## src/rtl/dac_mode_pkg.sv

```systemverilog
// Package with register map, field layout and reset values of the mode-control bank.
package dac_mode_pkg;

    // Register indices as printed; byte address is four times the index.
    localparam logic [6:0] IDX_DEEMPH     = 7'h13;
    localparam logic [6:0] IDX_FMT_FILTER = 7'h14;
    localparam logic [6:0] IDX_ATTEN_MODE = 7'h15;
    localparam logic [6:0] IDX_PHASE_ZERO = 7'h16;
    localparam logic [6:0] IDX_SOFT_RESET = 7'h12;
    localparam logic [6:0] IDX_STATUS     = 7'h17;

    // Word layout of a control word.
    localparam int CW_IDX_LSB = 8;
    localparam int CW_IDX_MSB = 14;
    localparam int CW_TOP     = 15;

    // Field positions in the data byte.
    localparam int POS_DEEMPH_EN  = 4;
    localparam int POS_DEEMPH_LSB = 5;
    localparam int POS_FMT_LSB    = 0;
    localparam int POS_ROLLOFF    = 5;
    localparam int POS_ATTEN_MODE = 0;
    localparam int POS_PHASE_INV  = 0;
    localparam int POS_ZERO_POL   = 1;
    localparam int POS_ZERO_ASGN  = 2;
    localparam int POS_SOFT_RST   = 7;

    // Reset values.
    localparam logic       RST_DEEMPH_EN = 1'b0;
    localparam logic [1:0] RST_DEEMPH_RATE = 2'h0;
    localparam logic [2:0] RST_FMT       = 3'h5;
    localparam logic       RST_BIT       = 1'b0;

    // Soft reset hold time in system clocks.
    localparam logic [10:0] SOFT_RST_CYCLES = 11'h400;

    // Decoded audio format.
    typedef enum logic [2:0] {
        FMT_RJ24 = 3'h0,
        FMT_RJ20 = 3'h1,
        FMT_RJ18 = 3'h2,
        FMT_RJ16 = 3'h3,
        FMT_I2S  = 3'h4,
        FMT_LJ   = 3'h5
    } audio_fmt_e;

    // AXI response codes.
    localparam logic [1:0] RESP_OKAY   = 2'h0;
    localparam logic [1:0] RESP_SLVERR = 2'h2;

    // Attenuator step in half-dB units and lowest code before mute.
    localparam logic [1:0] STEP_FINE  = 2'h1;
    localparam logic [1:0] STEP_WIDE  = 2'h2;
    localparam logic [7:0] FLOOR_FINE = 8'h81;
    localparam logic [7:0] FLOOR_WIDE = 8'h9B;

endpackage

```

## src/rtl/audio_dac_mode_control_regs.sv

```systemverilog
// Mode-control register bank of the stereo audio DAC with an AXI4-Lite slave.
//
// What this block does
// - De-emphasis enable bit, resets to zero.
// - Rate field: 44.1, 48, 32 kHz, 11 reserved.
// - Rate field matters only while de-emphasis enabled.
// - Formats 000..011: right-justified 24/20/18/16 bits.
// - 100 I2S, 101 left-justified default, rest reserved.
// - Rolloff bit: 0 sharp, 1 slow.
// - Mode 0: fine 0.5 dB steps to -63 dB.
// - Mode 1: wide 1 dB steps to -100 dB.
// - Phase bit 1 inverts analog output polarity.
// - Polarity bit 0 flags high, 1 low.
// - Assign bit: separate flags, or one combined.
// - Mode step also applies to soft-mute ramps.
`timescale 1ns/1ns
`default_nettype none
module audio_dac_mode_control_regs
    import dac_mode_pkg::*;
(
    // Clock and reset.
    input  wire logic        aclk,
    input  wire logic        aresetn,
    // AXI4-Lite write address channel.
    input  wire logic [8:0]  s_axi_awaddr,
    input  wire logic [2:0]  s_axi_awprot,
    input  wire logic        s_axi_awvalid,
    output logic             s_axi_awready,
    // AXI4-Lite write data channel.
    input  wire logic [31:0] s_axi_wdata,
    input  wire logic [3:0]  s_axi_wstrb,
    input  wire logic        s_axi_wvalid,
    output logic             s_axi_wready,
    // AXI4-Lite write response channel.
    output logic [1:0]       s_axi_bresp,
    output logic             s_axi_bvalid,
    input  wire logic        s_axi_bready,
    // AXI4-Lite read address channel.
    input  wire logic [8:0]  s_axi_araddr,
    input  wire logic [2:0]  s_axi_arprot,
    input  wire logic        s_axi_arvalid,
    output logic             s_axi_arready,
    // AXI4-Lite read data channel.
    output logic [31:0]      s_axi_rdata,
    output logic [1:0]       s_axi_rresp,
    output logic             s_axi_rvalid,
    input  wire logic        s_axi_rready,
    // Zero detectors from the audio datapath, same clock.
    input  wire logic        left_zero_det,
    input  wire logic        right_zero_det,
    // Mode controls to the audio datapath.
    output logic             deemph_active,
    output logic [1:0]       deemph_rate_sel,
    output logic [2:0]       audio_format_sel,
    output logic [4:0]       audio_word_bits,
    output logic             filter_rolloff_sel,
    output logic             atten_step_mode,
    output logic [1:0]       atten_step_half_db,
    output logic [7:0]       atten_floor_code,
    output logic             output_phase_invert,
    output logic             soft_reset_active,
    // Zero-flag pins.
    output logic             left_zero_flag,
    output logic             right_zero_flag
);

    // Stored fields.
    logic        deemph_en_reg;
    logic [1:0]  deemph_rate_reg;
    logic [2:0]  fmt_reg;
    logic        rolloff_reg;
    logic        atten_mode_reg;
    logic        phase_inv_reg;
    logic        zero_pol_reg;
    logic        zero_asgn_reg;
    logic [10:0] srst_cnt_reg;
    logic [10:0] srst_cnt_next;

    // Write channel capture.
    logic        aw_held_reg;
    logic [6:0]  aw_idx_reg;
    logic        w_held_reg;
    logic [15:0] w_word_reg;
    logic        w_lane_reg;
    logic        bvalid_reg;
    logic [1:0]  bresp_reg;

    // Read channel state.
    logic        rvalid_reg;
    logic [31:0] rdata_reg;
    logic [1:0]  rresp_reg;

    // Zero-flag pin registers.
    logic        left_flag_reg;
    logic        right_flag_reg;

    // Index of a word address; low two address bits are ignored.
    function automatic logic [6:0] addr_index(input logic [8:0] addr);
        return addr[8:2];
    endfunction

    // True when an index names a register that exists.
    function automatic logic idx_mapped(input logic [6:0] idx);
        return (idx == IDX_DEEMPH) || (idx == IDX_FMT_FILTER) || (idx == IDX_ATTEN_MODE) ||
               (idx == IDX_PHASE_ZERO) || (idx == IDX_SOFT_RESET) || (idx == IDX_STATUS);
    endfunction

    // Handshake decode: address and data may arrive in either order.
    // Each beat is held until both are present; the write then lands in one edge.
    wire        aw_take = s_axi_awvalid & s_axi_awready;
    wire        w_take  = s_axi_wvalid & s_axi_wready;
    wire        do_write = aw_held_reg & w_held_reg & ~bvalid_reg;
    wire        ar_take = s_axi_arvalid & s_axi_arready;
    // The control word: index carried by the address, data byte on lane 0.
    wire [6:0]  wr_idx  = aw_idx_reg;
    wire [7:0]  wr_data = w_word_reg[7:0];
    // A word must have its top bit clear and lane 0 enabled to be applied.
    wire        word_ok = ~w_word_reg[CW_TOP] & w_lane_reg;
    // Status and read-only registers refuse writes.
    wire        wr_store = do_write & word_ok & idx_mapped(wr_idx) & (wr_idx != IDX_STATUS);
    // Per-register write enables, one index each.
    wire        we_deemph = wr_store & (wr_idx == IDX_DEEMPH);
    wire        we_fmt    = wr_store & (wr_idx == IDX_FMT_FILTER);
    wire        we_atten  = wr_store & (wr_idx == IDX_ATTEN_MODE);
    wire        we_phase  = wr_store & (wr_idx == IDX_PHASE_ZERO);
    wire        we_srst   = wr_store & (wr_idx == IDX_SOFT_RESET) & wr_data[POS_SOFT_RST];
    wire        srst_busy = (srst_cnt_reg != 11'h000);
    // Reserved format codes are ignored and the previous format kept.
    wire        fmt_legal = (wr_data[POS_FMT_LSB +: 3] <= 3'h5);
    // Reserved rate code 11 is ignored.
    wire        rate_legal = (wr_data[POS_DEEMPH_LSB +: 2] != 2'h3);

    // Readies drop while a beat is held; valids and payloads come from flip-flops.
    assign s_axi_awready = ~aw_held_reg;
    assign s_axi_wready  = ~w_held_reg;
    assign s_axi_arready = ~rvalid_reg;
    assign s_axi_bvalid  = bvalid_reg;
    assign s_axi_bresp   = bresp_reg;
    assign s_axi_rvalid  = rvalid_reg;
    assign s_axi_rdata   = rdata_reg;
    assign s_axi_rresp   = rresp_reg;

    // Soft reset counter: loaded by a write, counts down, clears fields while running.
    // A further soft reset write while one runs restarts the full span.
    assign srst_cnt_next = we_srst ? SOFT_RST_CYCLES :
                           (srst_busy ? srst_cnt_reg - 11'h001 : srst_cnt_reg);

    // Write address and data holding registers.
    always_ff @(posedge aclk) begin
        if (!aresetn) begin
            aw_held_reg <= 1'b0;
            aw_idx_reg  <= 7'h00;
            w_held_reg  <= 1'b0;
            w_word_reg  <= 16'h0000;
            w_lane_reg  <= 1'b0;
        end else begin
            if (aw_take) begin
                aw_held_reg <= 1'b1;
                aw_idx_reg  <= addr_index(s_axi_awaddr);
            end else if (do_write) begin
                aw_held_reg <= 1'b0;
            end
            if (w_take) begin
                w_held_reg <= 1'b1;
                w_word_reg <= s_axi_wdata[15:0];
                w_lane_reg <= s_axi_wstrb[0];
            end else if (do_write) begin
                w_held_reg <= 1'b0;
            end
        end
    end

    // Write response: OKAY for a mapped writable index, SLVERR otherwise.
    // The answer rises on the edge that applies the write and stands until bready.
    always_ff @(posedge aclk) begin
        if (!aresetn) begin
            bvalid_reg <= 1'b0;
            bresp_reg  <= RESP_OKAY;
        end else if (do_write) begin
            bvalid_reg <= 1'b1;
            bresp_reg  <= (idx_mapped(wr_idx) && wr_idx != IDX_STATUS) ? RESP_OKAY : RESP_SLVERR;
        end else if (s_axi_bready) begin
            bvalid_reg <= 1'b0;
        end
    end

    // Mode fields; bus reset or a running soft reset restores defaults.
    always_ff @(posedge aclk) begin
        if (!aresetn || srst_busy) begin
            deemph_en_reg   <= RST_DEEMPH_EN;
            deemph_rate_reg <= RST_DEEMPH_RATE;
            fmt_reg         <= RST_FMT;
            rolloff_reg     <= RST_BIT;
            atten_mode_reg  <= RST_BIT;
            phase_inv_reg   <= RST_BIT;
            zero_pol_reg    <= RST_BIT;
            zero_asgn_reg   <= RST_BIT;
        end else begin
            if (we_deemph) begin
                deemph_en_reg <= wr_data[POS_DEEMPH_EN];
                if (rate_legal) begin
                    deemph_rate_reg <= wr_data[POS_DEEMPH_LSB +: 2];
                end
            end
            if (we_fmt) begin
                rolloff_reg <= wr_data[POS_ROLLOFF];
                if (fmt_legal) begin
                    fmt_reg <= wr_data[POS_FMT_LSB +: 3];
                end
            end
            if (we_atten) begin
                atten_mode_reg <= wr_data[POS_ATTEN_MODE];
            end
            if (we_phase) begin
                phase_inv_reg <= wr_data[POS_PHASE_INV];
                zero_pol_reg  <= wr_data[POS_ZERO_POL];
                zero_asgn_reg <= wr_data[POS_ZERO_ASGN];
            end
        end
    end

    // Soft reset counter register.
    always_ff @(posedge aclk) begin
        if (!aresetn) begin
            srst_cnt_reg <= 11'h000;
        end else begin
            srst_cnt_reg <= srst_cnt_next;
        end
    end

    // Read mux: fields in their written positions, reserved bits zero.
    wire [6:0]  rd_idx = addr_index(s_axi_araddr);
    wire [7:0]  rd_deemph = {1'b0, deemph_rate_reg, deemph_en_reg, 4'h0};
    wire [7:0]  rd_fmt    = {2'h0, rolloff_reg, 2'h0, fmt_reg};
    wire [7:0]  rd_atten  = {7'h00, atten_mode_reg};
    wire [7:0]  rd_phase  = {5'h00, zero_asgn_reg, zero_pol_reg, phase_inv_reg};
    wire [7:0]  rd_srst   = {srst_busy, 7'h00};
    wire [7:0]  rd_status = {6'h00, right_zero_det, left_zero_det};
    wire [7:0]  rd_byte = (rd_idx == IDX_DEEMPH)     ? rd_deemph :
                          (rd_idx == IDX_FMT_FILTER) ? rd_fmt :
                          (rd_idx == IDX_ATTEN_MODE) ? rd_atten :
                          (rd_idx == IDX_PHASE_ZERO) ? rd_phase :
                          (rd_idx == IDX_SOFT_RESET) ? rd_srst :
                          (rd_idx == IDX_STATUS)     ? rd_status : 8'h00;

    // Read data channel, answered the cycle after the address is taken.
    // Unmapped indices read as zero with an error response.
    always_ff @(posedge aclk) begin
        if (!aresetn) begin
            rvalid_reg <= 1'b0;
            rdata_reg  <= 32'h0000_0000;
            rresp_reg  <= RESP_OKAY;
        end else if (ar_take) begin
            rvalid_reg <= 1'b1;
            rdata_reg  <= {24'h00_0000, rd_byte};
            rresp_reg  <= idx_mapped(rd_idx) ? RESP_OKAY : RESP_SLVERR;
        end else if (s_axi_rready) begin
            rvalid_reg <= 1'b0;
        end
    end

    // Controls to the datapath.
    assign deemph_active       = deemph_en_reg;
    // Rate is forced to the default code while de-emphasis is off.
    assign deemph_rate_sel     = deemph_en_reg ? deemph_rate_reg : RST_DEEMPH_RATE;
    assign audio_format_sel    = fmt_reg;
    // Right-justified word length; I2S and left-justified modes report 24 as the maximum.
    assign audio_word_bits     = (fmt_reg == FMT_RJ20) ? 5'h14 :
                                 (fmt_reg == FMT_RJ18) ? 5'h12 :
                                 (fmt_reg == FMT_RJ16) ? 5'h10 : 5'h18;
    assign filter_rolloff_sel  = rolloff_reg;
    assign atten_step_mode     = atten_mode_reg;
    // Step and floor for both level changes and mute ramps.
    assign atten_step_half_db  = atten_mode_reg ? STEP_WIDE : STEP_FINE;
    assign atten_floor_code    = atten_mode_reg ? FLOOR_WIDE : FLOOR_FINE;
    assign output_phase_invert = phase_inv_reg;
    assign soft_reset_active   = srst_busy;

    // Zero-flag routing: separate or combined, then polarity.
    wire both_zero = left_zero_det & right_zero_det;
    wire left_raw  = zero_asgn_reg ? 1'b0 : left_zero_det;
    wire right_raw = zero_asgn_reg ? both_zero : right_zero_det;

    // Flag pins are registered; the unassigned pin idles at its inactive level.
    always_ff @(posedge aclk) begin
        if (!aresetn) begin
            left_flag_reg  <= 1'b0;
            right_flag_reg <= 1'b0;
        end else begin
            left_flag_reg  <= left_raw ^ zero_pol_reg;
            right_flag_reg <= right_raw ^ zero_pol_reg;
        end
    end

    // Pins come straight from flip-flops so a detector edge cannot glitch them.
    assign left_zero_flag  = left_flag_reg;
    assign right_zero_flag = right_flag_reg;

endmodule
`default_nettype wire

```

## config.mk

```make
export PLATFORM = sky130hd
export DESIGN_NAME = audio_dac_mode_control_regs
export DESIGN_NICKNAME = d
export VERILOG_FILES = /design/src/rtl/dac_mode_pkg.sv /design/src/rtl/audio_dac_mode_control_regs.sv
export SDC_FILE = /design/constraint.sdc
export NUM_CORES = 1
export LEC_CHECK = 0
export BUFFER_PORTS_ARGS = -buffer_cell sky130_fd_sc_hd__buf_2
export CORE_ASPECT_RATIO = 0.9
export CORE_UTILIZATION = 46
export DETAILED_ROUTE_END_ITERATION = 10
export HOLD_SLACK_MARGIN = 0.06
export PLACE_DENSITY = 0.87
export SLEW_MARGIN = 20
export SYNTH_ARGS = -nofsm -noshare
export SYNTH_HDL_FRONTEND = slang
export SYNTH_SLANG_ARGS = --single-unit
export TNS_END_PERCENT = 100
```

## constraint.sdc

```tcl
create_clock -name aclk -period 1.9 [get_ports aclk]
set_input_delay 0.19 -clock aclk [delete_from_list [all_inputs] [get_ports aclk]]
set_output_delay 0.19 -clock aclk [all_outputs]
set_load 0.02 [all_outputs]
```

# Yosys cells after proc, flatten, opt, wreduce, memory -nomap -nowiden

Cells that the tools add are included.

Mux-type cells: 25
Eq/ne operators: 17
$add $sub $neg: 1
Bitwise logic cells: 24
Reductions and logical operators: 22
Magnitude comparators: 1

Operator list:

| cell                  | number |
|---|---|
| $eq 7x5->1 const B    | 12 |
| $mux 8                | 5 |
| $mux 11               | 2 |
| $and 1x1->1           | 16 |
| $mux 4                | 3 |
| $logic_or 1x1->1      | 11 |
| $reduce_bool 11->1    | 1 |
| $sub 11x1->11 const B | 1 |
| $mux 2                | 5 |
| $reduce_bool 2->1     | 5 |
| $mux 1                | 9 |
| $ne 7x5->1 const B    | 1 |
| $eq 3x2->1 const B    | 2 |
| $not 1->1             | 6 |
| $mux 5                | 1 |
| $reduce_and 2->1      | 2 |
| $eq 3x1->1 const B    | 1 |
| $le 3x3->1 const B    | 1 |
| $ne 2x2->1 const B    | 1 |
| $reduce_or 2->1       | 1 |
| $xor 1x1->1           | 2 |
| $logic_and 1x1->1     | 1 |
| $logic_not 1->1       | 1 |

Input bits: 69
Register bits: 64
Word-level logic and storage cells: 112

# Depth between registers and ports, before layout

Gate-level depths: netlist of the first run.

Depth in word-level cells: 11
Gate-level depth with buffers: 8
Mapped depth without buffers: 7

# Worst setup path before layout of the first run

No wires, ideal clock.

Path kind: register to register
Start point: register srst_cnt_reg[0]
End point: register srst_cnt_reg[4]
Arrival time: 1490 ps
Stages on the path, launching flop included: 8
Library setup time: 70 ps
Period minus slack after synthesis: 1560 ps
Slack: 340 ps
Cells stage by stage: dfxtp_1 inv_1 ha_1 nor2b_1 and3_1 buf_6 or3_1 a21oi_1

Word-level cells in the longest chain between the ends: 1

RTL lines:

| what                                                       | RTL line                                                               | source |
|---|---|---|
| from (decl)                                                | audio_dac_mode_control_regs.sv:76                                      | `logic [10:0] srst_cnt_reg;` |
| from (signal assigned)                                     | audio_dac_mode_control_regs.sv:227                                     | `srst_cnt_reg <= srst_cnt_next;` |
| $sub 11x1->11 / $reduce_bool 11->1 (equally long branches) | audio_dac_mode_control_regs.sv:146, audio_dac_mode_control_regs.sv:127 |  |

Several ways; a longest one is shown, not always the timed one.
A chain may end at the register's enable or synchronous reset.

# Final worst setup path of the first run

Start point: register srst_cnt_reg[0]
End point: output port soft_reset_active

Word-level cells in the longest chain between the ends: 1

RTL lines:

| what               | RTL line                           | source |
|---|---|---|
| $reduce_bool 11->1 | audio_dac_mode_control_regs.sv:127 | `wire srst_busy = (srst_cnt_reg != 11'h000);` |
| to (decl)          | audio_dac_mode_control_regs.sv:61  | `output logic soft_reset_active,` |

No other way between the ends.

==> results_dict.tcl, run 1 <==
set metrics [dict create \
    status "completed" \
    placementRows 26 \
    cellInternalPower_mw 1.96 \
    pin_count 137 \
    drt-total-wl_mm 5.51 \
    final_cell_area_sq_mm 0.00303 \
    critPathRequiredTime_ns 1.71 \
    r2r_setup_slack_ns 0.22 \
    fin_cells 441 \
    drc 0 \
    final_util_pct 53.6 \
    dp_cells 432 \
    critPathCapture "soft_reset_active" \
    fin_crit_ns 1.83 \
    area_growth_pct 12.8 \
    grt_pass1_vias 1993 \
    htree_levels 2 \
    postRouteAntennaNets 0 \
    coreArea_sq_mm 0.00566 \
    async_reset_ff_share_pct 0 \
    post-place-ws_ns 0.221 \
    antenna_found_initial 0 \
    die_y_um 74.5 \
    critPathArrivalTime_ns 1.64 \
    ir_drop_mv 0.534 \
    worst_pin_slew_ns 0.606 \
    switchingPower_mw 1.17 \
    ys_ff_latch 53 \
    vias 2288 \
    grt_pass1_wl_mm 9.00 \
    p_total_mw 3.13 \
    dr.first_iter.drc_count 155 \
    post_cts_buffers 0 \
    firstDrtPassIters 4 \
    drv_cap 0 \
    synth_ff_type "dfxtp_1" \
    clk_latency_ns 0.31 \
    r2r_start "aw_idx_reg[5]" \
    die-area_sq_mm 0.00615 \
    hp-class "in -> reg" \
    synth_cells 310 \
    num_antenna_cells 0 \
    ys_warn_count 0 \
    p_leak_nw 1.39 \
    setup_violations 0 \
    fmax_ghz 0.548 \
    final_nets 441 \
    routedWlPerCell_um 12.5 \
    root_buffer "clkbuf_8" \
    place_congestion 0.765 \
    yosys-top-cells-area "dfxtp_1 39%, buf_4 11%, mux2i_1 6.0%" \
    placed_area_sq_mm 0.00292 \
    initial_core_util_pct 47.5 \
    clockPowerShare_pct 20.6 \
    power_density_mw_per_mm2 1030 \
    grt_max_degree 19 \
    seq_power_share_pct 44.3 \
    setup_tns_ns 0 \
    syn_area_sq_mm 0.00269 \
    rr_worst_depth 4 \
    cts.reportedPaths.clkPinSlew_ns 0.10 \
    largest_register_ffs 11 \
    synth_edf_count 0 \
    path_max_fanout 7 \
    die_w_um 82.6 \
    cts_sinks 53 \
    dp_hpwl_mm 4.20 \
    fill_cells 529 \
    yosysSeqAreaShare_pct 39.5 \
    yosysUniqueCellTypes 51 \
    p_sw_share_pct 37.4 \
    clockBufferDepth 2 \
    skew_ns 0.0104 \
    rr_endpoint "srst_cnt_reg[0]" \
    crit_type "reg -> out" \
    numCtsBuffers 5 \
    p_comb_share_pct 35.1 \
    syn_area_per_cell_sq_um 8.67 \
    relSlewSlack_pct 59.5 \
    overflow 0 \
    grt_setup_unrepaired "false" \
    port_buffers 65 \
    slew_violations 0 \
    synth_top_area_cell "dfxtp_1" \
    cts_tree "done" \
    track_usage_pct 19.2 \
    layout_setup_ws_ns 0.0741 \
    startpoint "srst_cnt_reg[0]" \
    min_period_over_period_pct 96.1 \
    finalHoldViolations 0 \
    via_per_inst 5.19 \
    critical_path.startpoint_type "flip-flop" \
    synth_top_area_share_pct 39.5 \
    holdWs_ns 0.114 \
    cp-end-kind "output pin" \
    post_route_cells_drive_above_1_share_pct 25.1 \
]
[power groups by stage]
stage	clock network, mW	logic, mW	registers (mW)
2_1_floorplan	0	0.890	1.38
4_1_cts	0.660	1.09	1.38
6_report	0.645	1.10	1.39
3_5_place_dp	0	1.06	1.40
5_1_grt	0.708	1.21	1.41
3_3_place_gp	0	1.01	1.39
[timing repair]
| item | in CTS | in global routing |
|---|---|---|
| hold buffers | 1 | 0 |
| resized for setup | 4 | 2 |
| endpoints found under the hold margin | 1 | 0 |
| gates cloned | 0 | 0 |
| endpoints found under the setup margin | 1 | 1 |
[layout make-up]
cell class / instances / area (sq um) / area share [%]
multi-input cells: 229 / 1380 / 45.5
clock inverters: 3 / 21.3 / 0.702
clock buffers: 5 / 68.8 / 2.27
repair buffers: 70 / 365 / 12.1
inverters: 11 / 46.3 / 1.53
well taps: 70 / 87.6 / 2.89
flip-flops and latches: 53 / 1060 / 35.1
[worst min path at each step]
stage | from | to | slack [ns] | depth (start not counted)
6_report | s_axi_wdata[6] | w_word_reg[6] | 0.11 | 3
4_1_cts | s_axi_wdata[4] | w_word_reg[4] | 0.11 | 3
5_1_grt | s_axi_wdata[1] | w_word_reg[1] | 0.11 | 3
2_1_floorplan | s_axi_rready | s_axi_rvalid | 0.29 | 1
3_3_place_gp | s_axi_rready | s_axi_rvalid | 0.38 | 2
3_5_place_dp | s_axi_rready | s_axi_rvalid | 0.38 | 2
[worst max-delay path: stages, from the launching register on]
cell     delay (ns)
dfxtp_2        0.36
inv_1          0.08
ha_1           0.23
nor2b_2        0.17
and3_4         0.20
inv_6          0.11
buf_2          0.17
[synth_stat cells (2+ instances only)]
master / number
o221a_2: 2
ha_1: 2
inv_1: 10
o211ai_1: 4
dfxtp_1: 53
and3b_1: 4
conb_1: 2
xnor2_1: 2
nor2b_1: 5
nor3b_2: 2
nor3_1: 4
buf_4: 38
clkbuf_1: 9
a21oi_1: 20
and2_1: 5
nand3_1: 9
nand3b_1: 2
mux2i_1: 16
nand2_1: 31
nor2_1: 35
o21bai_1: 2
nand4_1: 7
xor2_1: 4
a31oi_1: 4
o21ai_0: 9
nor3b_1: 4
[metal layers]
layer / GRT usage, % / vias up / wire (um)
met4: 7.66 / 0 / 86
li1: - / 1114 / -
met3: 5.40 / 9 / 481
met5: 0 / - / 0
met1: 24.1 / 1061 / 2320
met2: 31.1 / 104 / 2620
[kinds of logic (layout without fill, tap and decap cells)]
group | Yosys count | count (layout) | share of synthesized area [%]
fa+ha+maj | 2 | 2 | 0.931
other cells | 2 | 34 | 0.279
compound gates | 48 | 48 | 11.2
mux | 17 | 17 | 6.80
buf+inv | 60 | 89 | 14.2
simple gates | 122 | 122 | 25.1
flops | 53 | 53 | 39.5
xor+xnor | 6 | 6 | 1.96
[layout by cell type, fill, tap and decap left out, drive strengths merged, types with 2 or more instances in the layout]
cell type,count
conb,34
a21oi,20
nor2,36
nor2b,5
nor3,4
dfxtp,53
mux2i,16
nor3b,6
buf,69
clkbuf,5
xnor2,2
a31oi,4
o21bai,2
o21ai,10
nor4,2
and2,5
nand3,9
a211oi,2
ha,2
nand2,31
and3b,4
o221a,2
xor2,4
o211ai,4
nand4,7
nand3b,2
inv,12
nor4b,2
Note: power is estimated with default switching activity, not from simulation.
==> inputs of run 2 (changes only) <==
REMOVE_ABC_BUFFERS = 1   (was not set)
==> run 2 against run 1 <==
Worst hold slack got worse by 0.0083 ns. Sequential cell count did not move. Register-to-register slack improved by 0.07 ns. Cell count rose by 0.45%. Clock power rose by 10%. Die area did not move. Core utilization rose by 0.46 points. Power rose by 2.4%. Combinational power barely moved. Non-clock buffer count rose by 2. Clock skew fell by 0.0031 ns. Global-route usage fell by 1.0 points.
==> results_dict.tcl, run 2 (same netlist as run 1, synthesis figures left out) <==
set metrics [dict create \
    status "completed" \
    post_route_cells_drive_above_1_share_pct 25.2 \
    clk_latency_ns 0.32 \
    r2r_start "aw_idx_reg[5]" \
    min_period_over_period_pct 96.6 \
    crit_type "reg -> out" \
    port_buffers 65 \
    drv_cap 0 \
    post-place-ws_ns 0.207 \
    finalHoldViolations 0 \
    most-common-layout-cells "64 x buf_2, 51 x dfxtp_1, 35 x nor2_1, 34 x conb_1, 31 x nand2_1" \
    postRouteAntennaNets 0 \
    grt_pass1_wl_mm 8.43 \
    track_usage_pct 18.2 \
    whs_path_depth 3 \
    initial_core_util_pct 47.5 \
    vias 2174 \
    setup_violations 0 \
    drc 0 \
    p_leak_nw 1.41 \
    dp_hpwl_mm 4.17 \
    ir_drop_mv 0.529 \
    relSlewSlack_pct 57.1 \
    placementRows 26 \
    coreArea_sq_mm 0.00566 \
    p_total_mw 3.21 \
    root_buffer "clkbuf_8" \
    grt_max_degree 19 \
    critPathArrivalTime_ns 1.64 \
    area_growth_pct 13.8 \
    fmax_ghz 0.545 \
    skew_ns 0.00726 \
    place_congestion 0.795 \
    final_nets 443 \
    slew_violations 0 \
    die_y_um 74.5 \
    grt_pass1_vias 1964 \
    grt_busiest_layer "met2" \
    num_antenna_cells 0 \
    critical_path.startpoint_type "flip-flop" \
    numCtsBuffers 5 \
    antenna_found_initial 0 \
    cts_sinks 53 \
    drt-total-wl_mm 5.42 \
    fin_crit_ns 1.83 \
    grtUsageMet1_pct 22.6 \
    r2r_setup_slack_ns 0.29 \
    pin_count 137 \
    setup_tns_ns 0 \
    hold_end "w_word_reg[6]" \
    final_util_pct 54.0 \
    die_w_um 82.6 \
    grt_use_met2_pct 29.5 \
    fill_cells 537 \
    cp-end-kind "output pin" \
    min-delay-start "s_axi_wdata[6]" \
    largest_register_ffs 11 \
    dr.first_iter.drc_count 57 \
    hp-class "in -> reg" \
    worst_pin_slew_ns 0.642 \
    htree_levels 2 \
    overflow 0 \
    power_density_mw_per_mm2 1050 \
    die-area_sq_mm 0.00615 \
    final_common_cell "buf_2" \
    startpoint "srst_cnt_reg[0]" \
    clockBufferDepth 2 \
    cts_tree "done" \
    grtUsageMet3_pct 4.17 \
    firstDrtPassIters 4 \
    rr_worst_depth 4 \
    rr_endpoint "srst_cnt_reg[7]" \
    critPathRequiredTime_ns 1.71 \
    routedWlPerCell_um 12.2 \
    via_per_inst 4.91 \
    layout_setup_ws_ns 0.0653 \
    cts.reportedPaths.clkPinSlew_ns 0.10 \
    path_max_fanout 7 \
]
-- run 2: how the worst max path moves through the flow --
stage                                     end
final                       soft_reset_active
after global routing        soft_reset_active
after floorplan                s_axi_rdata[0]
after global placement        srst_cnt_reg[4]
after detailed placement  audio_format_sel[0]
after CTS                   soft_reset_active
-- run 2: routing by layer --
metal / vias to the layer above / routed length [um]
li1: 1112 / -
met2: 53 / 2610
met5: - / 0
met3: 7 / 241
met1: 1002 / 2490
met4: 0 / 85
-- run 2: power by group --
group | leakage (nW) | internal [mW] | switching, mW
Combinational | 0.925 | 0.473 | 0.638
Sequential | 0.434 | 1.25 | 0.138
Clock | 0.0549 | 0.337 | 0.374
-- run 2: repair_timing --
action | in CTS | in global routing
hold buffers | 1 | 0
setup endpoints to repair | 1 | 1
buffers inserted | 0 | 1
gates resized for setup | 4 | 2
endpoints found under the hold margin | 1 | 0
-- run 2: metrics by stage --
stage / hold WS (ns) / instance area (sq um) / cells
after floorplan: 0.290 / 2470 / 293
after global routing: 0.103 / 3060 / 443
after detailed placement: 0.387 / 2920 / 433
after CTS: 0.0969 / 3040 / 442
final: 0.105 / 3060 / 443
after global placement: 0.383 / 2920 / 433
-- run 2: critical path: stages (launching register included) --
cell and delay, ns:
dfxtp_2 0.35, inv_1 0.10, ha_1 0.21, nor2b_2 0.18, and3_4 0.25, inv_6 0.07, buf_4 0.16
-- run 2: area by class of cell --
class                      instances  area, sq um  share of cell area, %
clock buffer                       7         96.3                   3.15
clock inverter                     1         8.76                  0.286
inverter                          11         46.3                   1.51
multi-input combinational        229         1370                   44.9
sequential                        53         1060                   34.8
tap                               70         87.6                   2.86
timing repair buffer              72          383                   12.5
